===== config.mk =====
export PLATFORM = sky130hd
export DESIGN_NAME = iod_device_flat
export DESIGN_NICKNAME = d
export VERILOG_FILES = /design/src/inc/iod_pkg.sv /design/src/inc/iod_if.sv /design/src/logic/iod_device.sv /design/src/logic/iod_bit_merge.sv /design/src/flat_wrapper.sv
export VERILOG_INCLUDE_DIRS = /design/src /design/src/inc
export SDC_FILE = /design/constraint.sdc
export NUM_CORES = 1
export LEC_CHECK = 0
export BUFFER_PORTS_ARGS = -buffer_cell sky130_fd_sc_hd__buf_2
export CORE_MARGIN = 1.5
export CORE_UTILIZATION = 35
export DETAILED_ROUTE_END_ITERATION = 8
export REMOVE_ABC_BUFFERS = 1
export SETUP_SLACK_MARGIN = 0.05
export SYNTH_ARGS = -nofsm -noshare
export SYNTH_HDL_FRONTEND = slang
export SYNTH_SLANG_ARGS = --single-unit

===== constraint.sdc =====
create_clock -name pclk -period 5.5 [get_ports pclk]
set_input_delay 0.55 -clock pclk [delete_from_list [all_inputs] [get_ports pclk]]
set_output_delay 0.55 -clock pclk [all_outputs]
set_load 0.03 [all_outputs]

===== src/inc/iod_params.svh =====
/*
  constants of the i/o space decoder: address windows, register slots,
  field masks and the controller's own register map.
  assumes: included by its bare name from packages and modules.
*/
`ifndef IOD_PARAMS_SVH
`define IOD_PARAMS_SVH

// ==========================================================
// address windows
`define IOD_BIT_TOP      8'h1F
`define IOD_PORT_TOP     8'h3F
`define IOD_DATA_OFS     8'h20
`define IOD_EXT_BASE     8'h60
`define IOD_FLAG_IO      6'h16
`define IOD_RST_VAL      8'h00

// ==========================================================
// extended register addresses
`define IOD_A_TWI_SP     8'hB9
`define IOD_A_TWI_OA     8'hBA
`define IOD_A_TWI_DATA   8'hBB
`define IOD_A_TWI_CTRL   8'hBC
`define IOD_A_TWI_AMASK  8'hBD
`define IOD_A_SER_A      8'hC0
`define IOD_A_SER_B      8'hC1
`define IOD_A_SER_C      8'hC2
`define IOD_A_BAUD_L     8'hC4
`define IOD_A_BAUD_H     8'hC5
`define IOD_A_SER_DATA   8'hC6

// ==========================================================
// slot indices and per-slot masks: readable, writable, write-one-clear
`define IOD_SLOTS        11
`define IOD_SLOT_NONE    4'hF
`define IOD_SLOT_TWI_CTRL 4'h3
`define IOD_SLOT_SER_A   4'h5
`define IOD_TWI_INT_BIT  7
`define IOD_SER_TXC_BIT  6
`define IOD_M_TWI_SP     {8'hFB, 8'h03, 8'h00}
`define IOD_M_FULL       {8'hFF, 8'hFF, 8'h00}
`define IOD_M_TWI_CTRL   {8'hFD, 8'h75, 8'h80}
`define IOD_M_TWI_AMASK  {8'hFE, 8'hFE, 8'h00}
`define IOD_M_SER_A      {8'hFF, 8'h03, 8'h40}
`define IOD_M_SER_B      {8'hFF, 8'hFD, 8'h00}
`define IOD_M_BAUD_H     {8'h0F, 8'h0F, 8'h00}
`define IOD_M_NONE       {8'h00, 8'h00, 8'h00}

// ==========================================================
// controller registers on apb
`define IOD_R_CMD        12'h000
`define IOD_R_STATUS     12'h004
`define IOD_R_INT_ST     12'h008
`define IOD_R_INT_MASK   12'h00C
`define IOD_F_OP_LSB     0
`define IOD_F_ADDR_LSB   8
`define IOD_F_BIT_LSB    16
`define IOD_F_WDATA_LSB  24
`define IOD_INT_DONE     0
`define IOD_INT_ERR      1
`define IOD_INT_SKIP     2

`endif


===== src/inc/iod_pkg.sv =====
/*
  types and shared decode functions of the i/o space decoder.
  assumes: iod_params.svh on the include path.
*/
`include "iod_params.svh"
package iod_pkg;

  // ==========================================================
  // operations issued by the core
  typedef enum logic [3:0] {
    op_none              = 4'h0,
    port_in_op           = 4'h1,
    port_out_op          = 4'h2,
    bit_set_op           = 4'h3,
    bit_clear_op         = 4'h4,
    skip_if_bit_set_op   = 4'h5,
    skip_if_bit_clear_op = 4'h6,
    memory_read_op       = 4'h7,
    memory_write_op      = 4'h8
  } iod_op_e;

  typedef struct packed {
    logic [7:0] rmask;
    logic [7:0] wmask;
    logic [7:0] w1c;
  } iod_mask_s;

  // ==========================================================
  // extended space decode, used by both ends
  function automatic logic [3:0] iod_ext_slot(input logic [7:0] a);
    case (a)
      `IOD_A_TWI_SP:    iod_ext_slot = 4'h0;
      `IOD_A_TWI_OA:    iod_ext_slot = 4'h1;
      `IOD_A_TWI_DATA:  iod_ext_slot = 4'h2;
      `IOD_A_TWI_CTRL:  iod_ext_slot = 4'h3;
      `IOD_A_TWI_AMASK: iod_ext_slot = 4'h4;
      `IOD_A_SER_A:     iod_ext_slot = 4'h5;
      `IOD_A_SER_B:     iod_ext_slot = 4'h6;
      `IOD_A_SER_C:     iod_ext_slot = 4'h7;
      `IOD_A_BAUD_L:    iod_ext_slot = 4'h8;
      `IOD_A_BAUD_H:    iod_ext_slot = 4'h9;
      `IOD_A_SER_DATA:  iod_ext_slot = 4'hA;
      default:          iod_ext_slot = `IOD_SLOT_NONE;
    endcase
  endfunction

  function automatic iod_mask_s iod_ext_mask(input logic [3:0] s);
    case (s)
      4'h0:    iod_ext_mask = `IOD_M_TWI_SP;
      4'h3:    iod_ext_mask = `IOD_M_TWI_CTRL;
      4'h4:    iod_ext_mask = `IOD_M_TWI_AMASK;
      4'h5:    iod_ext_mask = `IOD_M_SER_A;
      4'h6:    iod_ext_mask = `IOD_M_SER_B;
      4'h9:    iod_ext_mask = `IOD_M_BAUD_H;
      4'h1, 4'h2, 4'h7, 4'h8, 4'hA: iod_ext_mask = `IOD_M_FULL;
      default: iod_ext_mask = `IOD_M_NONE;
    endcase
  endfunction

  // data-space address that maps onto a register of the device
  function automatic logic iod_data_mapped(input logic [7:0] a);
    iod_data_mapped = (a >= `IOD_DATA_OFS) &&
                      ((a < `IOD_EXT_BASE) || (iod_ext_slot(a) != `IOD_SLOT_NONE));
  endfunction

endpackage


===== src/inc/iod_if.sv =====
/*
  link between the processor core end and the i/o space decoder.
  assumes: both ends on one clock; req is a one-cycle pulse, ack follows.
*/
`timescale 1ns/100ps
interface iod_if;
  import iod_pkg::*;
  logic       req;
  iod_op_e    op;
  logic [7:0] addr;
  logic [2:0] bit_sel;
  logic [7:0] wdata;
  logic       ack;
  logic [7:0] rdata;
  logic       bit_val;
  logic       skip;
  logic       err;

  modport dev  (input req, op, addr, bit_sel, wdata,
                output ack, rdata, bit_val, skip, err);
  modport core (output req, op, addr, bit_sel, wdata,
                input ack, rdata, bit_val, skip, err);
endinterface


===== src/logic/iod_device.sv =====
/*
  i/o space decoder: register file of the standard i/o window, the
  extended peripheral slots, bit operations and write-one-clear flags.
  assumes: core end on the same clock issues one-cycle req pulses;
  the event inputs come from peripheral logic on the same clock.
*/
`timescale 1ns/100ps
`include "iod_params.svh"
module iod_device
  import iod_pkg::*;
#(
  parameter int IO_REGS = 64
) (
  input  wire logic                      pclk,
  input  wire logic                      presetn,
  iod_if.dev                             link,
  input  wire logic [7:0]                flag_set,
  input  wire logic                      twi_int_set,
  input  wire logic                      serial_txc_set,
  output logic      [7:0]                io_flags,
  output logic      [8*`IOD_SLOTS-1:0]   ext_view
);

  // ==========================================================
  // storage
  logic [7:0] io_ff  [IO_REGS];
  logic [7:0] ext_ff [`IOD_SLOTS];
  logic       ack_ff;
  logic [7:0] rdata_ff;
  logic       bit_val_ff;
  logic       skip_ff;
  logic       err_ff;

  // ==========================================================
  // decode
  logic       io_hit;
  logic       ext_hit;
  logic       bad;
  logic [5:0] io_idx;
  logic [3:0] slot;
  logic       is_write;
  logic       is_bit;
  logic [7:0] io_old;
  logic [7:0] io_w1c;
  logic [7:0] io_merged;
  logic [7:0] io_new;
  logic       io_we;
  logic [7:0] ext_old;
  iod_mask_s  ext_m;
  logic [7:0] ext_new;
  logic       ext_we;
  logic [7:0] rd;

  always_comb begin
    io_hit  = 1'b0;
    ext_hit = 1'b0;
    bad     = 1'b0;
    io_idx  = 6'h00;
    slot    = `IOD_SLOT_NONE;
    case (link.op)
      port_in_op, port_out_op: begin
        if (link.addr <= `IOD_PORT_TOP) begin
          io_hit = 1'b1;
          io_idx = link.addr[5:0];
        end else begin
          bad = 1'b1;
        end
      end
      bit_set_op, bit_clear_op, skip_if_bit_set_op, skip_if_bit_clear_op: begin
        // bit ops limited to low window
        if (link.addr <= `IOD_BIT_TOP) begin
          io_hit = 1'b1;
          io_idx = link.addr[5:0];
        end else begin
          bad = 1'b1;
        end
      end
      memory_read_op, memory_write_op: begin
        if (link.addr < `IOD_DATA_OFS) begin
          // below the window lies the core's own register file
          bad = 1'b1;
        end else if (link.addr < `IOD_EXT_BASE) begin
          io_hit = 1'b1;
          io_idx = 6'(link.addr - `IOD_DATA_OFS);
        end else begin
          slot = iod_ext_slot(link.addr);
          if (slot == `IOD_SLOT_NONE) begin
            bad = 1'b1;
          end else begin
            ext_hit = 1'b1;
          end
        end
      end
      default: begin
        bad = 1'b1;
      end
    endcase
  end

  assign is_write = (link.op == port_out_op) || (link.op == memory_write_op);
  assign is_bit   = (link.op == bit_set_op) || (link.op == bit_clear_op);
  assign io_old   = io_ff[io_idx];
  assign io_w1c   = (io_idx == `IOD_FLAG_IO) ? 8'hFF : 8'h00;

  // ==========================================================
  // standard window writes
  iod_bit_merge u_merge (
    .old_val  (io_old),
    .bit_sel  (link.bit_sel),
    .set      (link.op == bit_set_op),
    .w1c_mask (io_w1c),
    .new_val  (io_merged)
  );

  always_comb begin
    if (is_bit) begin
      io_new = io_merged;
    end else begin
      // ones clear flags, zeros keep them
      io_new = (io_old & io_w1c & ~link.wdata) | (link.wdata & ~io_w1c);
    end
  end

  assign io_we = link.req && io_hit && (is_write || is_bit);

  // ==========================================================
  // extended slot writes
  assign ext_old = ext_ff[slot[3:0] < 4'(`IOD_SLOTS) ? slot : 4'h0];
  assign ext_m   = iod_ext_mask(slot);

  // flag bits cleared only by a one
  assign ext_new = (ext_old & ~ext_m.wmask & ~(link.wdata & ext_m.w1c)) |
                   (link.wdata & ext_m.wmask);
  assign ext_we  = link.req && ext_hit && (link.op == memory_write_op);

  // ==========================================================
  // register storage, hardware events win over clears
  always_ff @(posedge pclk or negedge presetn) begin
    if (!presetn) begin
      for (int i = 0; i < IO_REGS; i++) begin
        io_ff[i] <= `IOD_RST_VAL;
      end
    end else begin
      for (int i = 0; i < IO_REGS; i++) begin
        if (i == int'(`IOD_FLAG_IO)) begin
          io_ff[i] <= ((io_we && io_idx == 6'(i)) ? io_new : io_ff[i]) | flag_set;
        end else if (io_we && io_idx == 6'(i)) begin
          io_ff[i] <= io_new;
        end
      end
    end
  end

  always_ff @(posedge pclk or negedge presetn) begin
    if (!presetn) begin
      for (int i = 0; i < `IOD_SLOTS; i++) begin
        ext_ff[i] <= `IOD_RST_VAL;
      end
    end else begin
      for (int i = 0; i < `IOD_SLOTS; i++) begin
        if (ext_we && slot == 4'(i)) begin
          ext_ff[i] <= ext_new;
        end
      end
      if (twi_int_set) begin
        ext_ff[`IOD_SLOT_TWI_CTRL][`IOD_TWI_INT_BIT] <= 1'b1;
      end
      if (serial_txc_set) begin
        ext_ff[`IOD_SLOT_SER_A][`IOD_SER_TXC_BIT] <= 1'b1;
      end
    end
  end

  // ==========================================================
  // answer to the core
  always_comb begin
    if (io_hit) begin
      rd = io_old;
    end else if (ext_hit) begin
      rd = ext_old & ext_m.rmask;
    end else begin
      rd = 8'h00;
    end
  end

  always_ff @(posedge pclk or negedge presetn) begin
    if (!presetn) begin
      ack_ff     <= 1'b0;
      rdata_ff   <= 8'h00;
      bit_val_ff <= 1'b0;
      skip_ff    <= 1'b0;
      err_ff     <= 1'b0;
    end else begin
      ack_ff <= link.req;
      err_ff <= link.req && bad;
      if (link.req) begin
        rdata_ff   <= rd;
        bit_val_ff <= rd[link.bit_sel];
        skip_ff    <= ((link.op == skip_if_bit_set_op) && rd[link.bit_sel]) ||
                      ((link.op == skip_if_bit_clear_op) && !rd[link.bit_sel]);
      end
    end
  end

  assign link.ack     = ack_ff;
  assign link.rdata   = rdata_ff;
  assign link.bit_val = bit_val_ff;
  assign link.skip    = skip_ff;
  assign link.err     = err_ff;

  // ==========================================================
  // user-side view of the stored state
  assign io_flags = io_ff[`IOD_FLAG_IO];
  always_comb begin
    for (int i = 0; i < `IOD_SLOTS; i++) begin
      ext_view[8*i +: 8] = ext_ff[i];
    end
  end

endmodule


===== src/logic/iod_bit_merge.sv =====
/*
  single-bit set/clear merge for bit-accessible registers.
  assumes: purely combinational, old value from the caller's flops.
*/
`timescale 1ns/100ps
module iod_bit_merge (
  input  wire logic [7:0] old_val,
  input  wire logic [2:0] bit_sel,
  input  wire logic       set,
  input  wire logic [7:0] w1c_mask,
  output logic      [7:0] new_val
);
  logic [7:0] one_hot;

  always_comb begin
    one_hot = 8'h01 << bit_sel;
    new_val = old_val;
    if (w1c_mask[bit_sel]) begin
      // a set on a flag writes a one, which clears it
      if (set) begin
        new_val = old_val & ~one_hot;
      end
    end else if (set) begin
      new_val = old_val | one_hot;
    end else begin
      new_val = old_val & ~one_hot;
    end
  end
endmodule


===== src/flat_wrapper.sv =====
// flat-port wrapper written by rule: the top's interface ports become plain ports
module iod_device_flat import iod_pkg::*;
#(
  parameter int IO_REGS = 64
)
  (pclk, presetn, flag_set, twi_int_set, serial_txc_set, io_flags, ext_view, link_req, link_op, link_addr, link_bit_sel, link_wdata, link_ack, link_rdata, link_bit_val, link_skip, link_err);
  iod_if link_i ();
  input  wire logic pclk;
  input  wire logic presetn;
  input  wire logic [7:0] flag_set;
  input  wire logic twi_int_set;
  input  wire logic serial_txc_set;
  output logic      [7:0] io_flags;
  output logic      [8*`IOD_SLOTS-1:0] ext_view;
  input wire logic [$bits(link_i.req)-1:0] link_req;
  input wire logic [$bits(link_i.op)-1:0] link_op;
  input wire logic [$bits(link_i.addr)-1:0] link_addr;
  input wire logic [$bits(link_i.bit_sel)-1:0] link_bit_sel;
  input wire logic [$bits(link_i.wdata)-1:0] link_wdata;
  output wire logic [$bits(link_i.ack)-1:0] link_ack;
  output wire logic [$bits(link_i.rdata)-1:0] link_rdata;
  output wire logic [$bits(link_i.bit_val)-1:0] link_bit_val;
  output wire logic [$bits(link_i.skip)-1:0] link_skip;
  output wire logic [$bits(link_i.err)-1:0] link_err;
  assign link_i.req = link_req;
  assign link_i.op = link_op;
  assign link_i.addr = link_addr;
  assign link_i.bit_sel = link_bit_sel;
  assign link_i.wdata = link_wdata;
  assign link_ack = link_i.ack;
  assign link_rdata = link_i.rdata;
  assign link_bit_val = link_i.bit_val;
  assign link_skip = link_i.skip;
  assign link_err = link_i.err;
  iod_device #(.IO_REGS(IO_REGS)) u_core (.pclk(pclk), .presetn(presetn), .link(link_i), .flag_set(flag_set), .twi_int_set(twi_int_set), .serial_txc_set(serial_txc_set), .io_flags(io_flags), .ext_view(ext_view));
endmodule

After elaboration in Yosys (flattened, before gate mapping)
Memory sizes are Yosys's and may differ from the RTL's.
Cells that the tools add are included.
W data, S select, Z words.
{"block": "totals", "output_inout_bits": 108, "n_memories": 1, "inputBits": 36, "latch_bits": 0, "ram_bits": 0, "wordCells": 350, "register_bits": 612, "rom_bits": 288}
{"name": "(no name shown)", "words": 16, "word_bits": 18, "read_ports": 1, "rd_ports_with_merged_regs": 0, "write_ports": 0, "line_no": "iod_pkg.sv:48", "text": "case (s)"}
{"block": "op_classes", "reduce_logical": 94, "mux": 50, "n_mul": 0, "n_bitwise": 20, "div": 0, "addsub": 1, "n_lt_le_gt_ge": 8, "shift": 1, "n_eq_ne": 93}
{"operator": "$eq A6 B6 Y1 const B", "n": 32}
{"operator": "$mux W8", "n": 13}
{"operator": "$eq A6 B5 Y1 const B", "n": 16}
{"operator": "$eq A8 B8 Y1 const B", "n": 11}
{"operator": "$logic_and A1 B1 Y1", "n": 82}
{"operator": "$and A8 B8 Y8", "n": 9}
{"operator": "$bmux W8 S6", "n": 1}
{"operator": "$eq A6 B4 Y1 const B", "n": 8}
{"operator": "$pmux W4 S11", "n": 1}
{"operator": "$not A8 Y8", "n": 5}
{"operator": "$bmux W8 S4", "n": 1}
{"operator": "$eq A4 B3 Y1 const B", "n": 8}
{"operator": "$or A8 B8 Y8", "n": 4}
{"operator": "$mux W4", "n": 7}
{"operator": "$eq A6 B3 Y1 const B", "n": 4}
{"operator": "$mux W6", "n": 4}
{"operator": "$eq A4 B4 Y1 const B", "n": 5}
{"operator": "$pmux W6 S3", "n": 1}
{"operator": "$mux W1", "n": 17}
{"operator": "$eq A4 B2 Y1 const B", "n": 4}
{"operator": "$eq A6 B2 Y1 const B", "n": 2}
{"operator": "$eq A4 B1 Y1 const B", "n": 2}
{"operator": "$le A8 B5 Y1 const B", "n": 1}
{"operator": "$le A8 B6 Y1 const B", "n": 1}
{"operator": "21 further kinds", "n": 28}

Depth between registers and ports, before layout
{"block": "depth", "depth_word": 22, "ltp_mapped": 23, "ltp_nobuf": 17}

By module
Synthesis repeated with hierarchy kept, for this count alone.
{"block": "unflattened", "hier_cells": 2495, "area_unflattened_um2": 30230.2}
{"module": "iod_device", "n_inst": 1, "cells_each": 2440, "area_each_um2": 29839.9, "seq_area_each_um2": 15314.7}
{"module": "iod_bit_merge", "n_inst": 1, "cells_each": 55, "area_each_um2": 390.4, "seq_area_each_um2": 0.0}

Worst setup path after synthesis
Ideal clock, no wire load.
{"block": "synth_timing", "path_kind": "input -> register", "from": "in link_addr[6]", "to": "reg u_core.bit_val_ff, in the netlist u_core.link.bit_val", "n_path_buf": 5, "t_arrival_ns": 4.818, "setup_time_ns": 0.125, "stages": 22, "path_slack_ns": 0.557, "t_required_ns": 5.375, "cell_sequence": "buf_2 > and4b_1 > buf_2 > nand3_1 > a31oi_1 > nor3_4 > inv_2 > buf_4 > ha_1 > clkbuf_1 > inv_1 > a41o_1 > o211a_1 > buf_2 > nand4_1 > mux2i_1 > o311ai_0 > o21ai_0 > nor3_2 > a2111oi_4 > a21oi_1 > mux2_2"}
{"block": "synth_between", "elab_chain_cells": 19}
{"element": "start: declaration", "line_no": "flat_wrapper.sv:17", "text": "input wire logic [$bits(link_i.addr)-1:0] link_addr;"}
{"element": "$eq A8 B8 Y1", "line_no": "iod_pkg.sv:31", "text": "case (a)"}
{"element": "$pmux W4 S11", "line_no": "iod_pkg.sv:31"}
{"element": "$mux W4", "line_no": "iod_device.sv:82", "text": "end else if (link.addr < `IOD_EXT_BASE) begin"}
{"element": "$mux W4", "line_no": "iod_device.sv:79", "text": "if (link.addr < `IOD_DATA_OFS) begin"}
{"element": "$mux W4", "line_no": "iod_device.sv:60", "text": "case (link.op)"}
{"element": "$mux W4", "line_no": "iod_device.sv:82"}
{"element": "$mux W4", "line_no": "iod_device.sv:79"}
{"element": "$mux W4", "line_no": "iod_device.sv:60"}
{"element": "[... 2 more ...]"}
{"element": "$not A4 Y5", "line_no": "iod_device.sv:128", "text": "assign ext_old = ext_ff[slot[3:0] < 4'(`IOD_SLOTS) ? slot : 4'h0];"}
{"element": "$bmux W8 S4", "line_no": "iod_device.sv:128"}
{"element": "$mux W8 (2 in series)", "line_no": "iod_device.sv:128"}
{"element": "$and A8 B8 Y8", "line_no": "iod_device.sv:180", "text": "rd = ext_old & ext_m.rmask;"}
{"element": "$mux W8", "line_no": "iod_device.sv:179", "text": "end else if (ext_hit) begin"}
{"element": "$mux W8 *", "line_no": "iod_device.sv:177", "text": "if (io_hit) begin"}
{"element": "$bmux W1 S3 *", "line_no": "iod_device.sv:198", "text": "bit_val_ff <= rd[link.bit_sel];"}
{"element": "$mux W1 (implied by the code) *", "line_no": "iod_device.sv:198"}
{"element": "end signal: assignment", "line_no": "iod_device.sv:198"}
{"element": "end: declaration", "line_no": "iod_device.sv:30", "text": "logic bit_val_ff;"}
Every way passes the cells marked *; elsewhere a longest branch is shown, timed or not. The select of a mux whose other input is x is not followed.
A chain may end at the register's enable or synchronous reset.

Worst setup path in the final report
{"block": "layout_timing", "from": "in link_op[3]", "to": "reg u_core.io_ff[226] (netlist name)"}
{"block": "layout_between", "elab_chain_cells": 11}
{"element": "start: declaration", "line_no": "flat_wrapper.sv:16", "text": "input wire logic [$bits(link_i.op)-1:0] link_op;"}
{"element": "$eq A4 B2 Y1 (tied with other cells)", "line_no": "iod_device.sv:60, iod_device.sv:101, iod_device.sv:110"}
{"element": "$reduce_or A4 Y1 / $reduce_or A2 Y1 (equally long branches)", "line_no": "iod_device.sv:60"}
{"element": "$pmux W6 S3", "line_no": "iod_device.sv:60"}
{"element": "$not A6 Y7 (implied by the code)", "line_no": "iod_device.sv:102", "text": "assign io_old = io_ff[io_idx];"}
{"element": "$bmux W8 S6", "line_no": "iod_device.sv:102"}
{"element": "$mux W8 (implied by the code) (2 in series)", "line_no": "iod_device.sv:102"}
{"element": "$and A8 B8 Y8 (tied with other cells) (2 in series)", "line_no": "iod_device.sv:120", "text": "io_new = (io_old & io_w1c & ~link.wdata) | (link.wdata & ~io_w1c);"}
{"element": "$or A8 B8 Y8 / $mux W8 (equally long branches)", "line_no": "iod_device.sv:120, iod_bit_merge.sv:18"}
{"element": "$mux W8", "line_no": "iod_device.sv:116", "text": "if (is_bit) begin"}
{"element": "end signal: indexed assignment", "line_no": "iod_device.sv:141", "text": "io_ff[i] <= `IOD_RST_VAL;"}
{"element": "end signal: indexed assignment", "line_no": "iod_device.sv:146", "text": "io_ff[i] <= ((io_we && io_idx == 6'(i)) ? io_new : io_ff[i]) | flag_set;"}
{"element": "end signal: indexed assignment", "line_no": "iod_device.sv:148", "text": "io_ff[i] <= io_new;"}
{"element": "end: declaration", "line_no": "iod_device.sv:26", "text": "logic [7:0] io_ff [IO_REGS];"}
Parallel ways exist; a longest one is shown, timed or not. The select of a mux whose other input is x is not followed.

==> results.yml <==
logic_synthesis:
  synth_top_area_share_pct: 52.4
  avgSynthCellArea_um2: 9.57
  synth_flop_cell: "dfrtp_1"
  yosysUniqueCellTypes: 95
  synth_top_area_cell: "dfrtp_1"
  syn_area_mm2: 0.0292
  yosysSeqAreaShare_pct: 52.4
  yosysMostFrequentCell: "nand2_1"
  async_flop_share_pct: 100
  ys_top_cells_by_area: "dfrtp_1 (52%), nand2_1 (8.8%), o21ai_0 (8.7%)"
  synth_seq_cells: 612
  synth_edf_count: 0
  netlist_instances: 3053
  netlist_top_cells_count: "nand2_1 (687), dfrtp_1 (612), o21ai_0 (509)"
  ys_warn_count: 0
floorplanning:
  dieHeight_um: 292
  io_pins: 144
  start_util_pct: 35.5
  coreArea_mm2: 0.0824
  num_rows: 105
  die_x_um: 292
  die_area_mm2: 0.0852
setup_path:
  critPathRequiredTime_ps: 5980
  path_cells: "buf_2 -> nor4_2 -> and2_1 -> o31ai_4 -> a221o_1 -> a222oi_1 -> nand4_1 -> nand2_1 -> o21ai_1 -> a222oi_1 -> buf_12 -> buf_4 -> o21ai_0"
  startpoint_type: "input port"
  worst_path_most_repeated_cell: "a222oi_1"
  crit_path_max_fanout: 43
  endpoint_kind: "register"
  criticalPathCategory: "in2reg"
  cp_slowest_stage_delay_ps: 800
  worstPathArrival_ps: 5020
  crit_slowest_cell: "and2_1"
final_layout:
  post-route-cell-area_mm2: 0.0340
  multiInputGateArea_mm2: 0.0128
  drive_above_1_share_pct: 17.2
  fill_cells: 8063
  area_delta_synth_final_pct: 16.5
  final_nets: 3226
  regArea_mm2: 0.0153
  final_cells: 4305
cts:
  cts_sinks: 612
  cts_tree: "built"
  cts_inserted_buffers: 67
  clockBufferDepth: 3
  post-cts-setup-buffer-count: 0
  clock_latency_ps: 630
  root_buffer: "clkbuf_16"
  cts.clk_slew.worst_paths_ps: 60
  cts_resized: 0
  cts_htree_levels: 3
power:
  p_leak_nw: 14.8
  p_int_mw: 7.40
  vdd_drop_max_mv: 0.209
  power.density_mw_per_mm2: 290
  p_clk_share_pct: 46.7
  p_sw_share_pct: 25.2
  power_frac_seq_pct: 46.0
  power_switching_mw: 2.49
  power_frac_comb_pct: 7.2
status:
  status: "finished clean"
routing:
  wire_per_inst_um: 23.6
  num_vias: 24300
  dr.pass1.iters: 6
  routed_wl_um: 102000
  drc: 0
  detail-route-antenna-nets: 0
  vias_per_cell: 5.64
  drtIter0Drc: 2481
flow_run:
  drv_cap: 0
global_routing:
  antenna_found_initial: 4
  overflow: 0
  grt_pass1_vias: 23300
  track_usage_pct: 23.9
  grt_pass1_wl_um: 155000
  grt_max_degree: 161
placed_design:
  place.gp.congestion: 0.962
  hpwl_um: 69900
  post-place-cells: 4184
  port_buffers: 143
  placed_cell_area_mm2: 0.0318
timing:
  fin_worst_skew_ps: 41.3
  fin_hold_ws_ps: 125
  fmax_mhz: 220
  finalCritPeriodShare_pct: 82.5
  final.min_clock_period_ps: 4540
  rsz0062_at_grt: "no"
  setup_violations: 0
  drv_slew: 0
  slew_headroom_pct: 28.3
  hold_viol_final: 0
  worst_pin_slew_ps: 1080
min_path:
  hp-class: "in2reg"
## sequential cells by signal, summed over array words and instances (netlist names)
signal / cells
u_core.io_ff: 504
u_core.ext_view: 88
u_core.io_flags: 8
u_core.link.rdata: 8
u_core.link.ack: 1
u_core.link.bit_val: 1
u_core.link.err: 1
u_core.link.skip: 1
## repair_timing
action,in CTS,in global routing
hold buffers,1,0
endpoints found under the hold margin,83,0
endpoints found under the setup margin,0,0
## path summary, 6_finish.rpt
kind | slack, ps | end | depth (start not counted) | startpoint
worst max-delay path | 960 | u_core.io_ff[226] | 13 | link_op[3]
worst min-delay path | 120 | u_core.io_flags[4] | 2 | flag_set[4]
worst max register to register | 1620 | u_core.io_ff[226] | 12 | u_core.io_ff[130]
worst min register to register | 470 | u_core.io_ff[436] | 2 | u_core.io_ff[436]
max in group asynchronous | 3510 | u_core.io_ff[96] | 3 | presetn
min in group asynchronous | 540 | u_core.io_ff[94] | 2 | presetn
## final cells by class
class	count	share of cell area (%)
multi-input combinational	2168	37.6
sequential	612	45.0
antenna	3	0.0221
tap	1070	3.93
clock buffer	94	5.70
clock inverter	23	0.922
timing repair buffer	312	6.56
inverter	23	0.254
## power by group through the flow
| stage | sequential (mW) | clock, mW | combinational [mW] |
|---|---|---|---|
| 2_1_floorplan | 4.64 | 0 | 0.254 |
| 3_3_place_gp | 4.63 | 0 | 0.715 |
| 3_5_place_dp | 4.63 | 0 | 0.715 |
| 4_1_cts | 4.55 | 4.69 | 0.717 |
| 5_1_grt | 4.55 | 4.89 | 0.763 |
| 6_report | 4.55 | 4.62 | 0.717 |
## metal layers
metal / vias up / part of all wire (%) / global-route usage (%)
met5: - / 0 / 0
met4: 0 / 3.6 / 8.78
met3: 199 / 7.2 / 4.16
met2: 989 / 46 / 37.1
met1: 12000 / 43 / 33.3
li1: 11100 / - / -
## kinds of logic (layout without fill, tap and decap cells)
kind of cell               after synthesis  after routing  share of synthesized area, %
adders and majority gates                6              6                         0.257
AOI/OAI and AO/OA                      975            975                          19.9
muxes                                  165            165                          8.53
buffers and inverters                  273            452                          3.99
xor gates and xnor gates                 3              3                        0.0899
other                                    0              3                             0
DFF                                    612            612                          52.4
and+or+nand+nor                       1019           1019                          14.8
## cells in the final DEF (no fill, tap or decap), types with 13 or more instances in the layout
| cell type | n |
|---|---|
| a31oi_1 | 13 |
| o2bb2ai_1 | 15 |
| nand3_1 | 31 |
| mux2i_1 | 69 |
| a21oi_1 | 135 |
| a22oi_1 | 19 |
| mux4_2 | 64 |
| clkbuf_16 | 68 |
| o21ai_1 | 71 |
| nor3_1 | 25 |
| a221oi_1 | 16 |
| buf_4 | 151 |
| o211ai_1 | 16 |
| nand2_1 | 687 |
| inv_1 | 21 |
| buf_2 | 140 |
| a211oi_1 | 17 |
| buf_12 | 18 |
| dfrtp_1 | 612 |
| mux2_2 | 32 |
| o21ai_0 | 509 |
| o22ai_1 | 17 |
| clkbuf_8 | 15 |
| nor2_1 | 165 |
| nand4_1 | 18 |
## per-stage QoR
stage | setup TNS (ps) | utilization (%) | worst slack, ps | power (mW)
2_1_floorplan | -59030 | - | -946 | 4.90
3_5_place_dp | 0 | 38.6 | 458 | 5.35
4_1_cts | 0 | 41.3 | 1110 | 9.96
5_1_grt | 0 | 41.3 | 702 | 10.2
6_report | 0 | 41.3 | 965 | 9.89
3_3_place_gp | 0 | 38.6 | 427 | 5.35
## worst max-delay path: cells and delay by family
family                 cells  cell delay (ps)
AND/OR/NAND/NOR            4             1810
buffers and inverters      3              740
AO/OA/AOI/OAI              6             1900
Power figures use the tool's default switching activity.
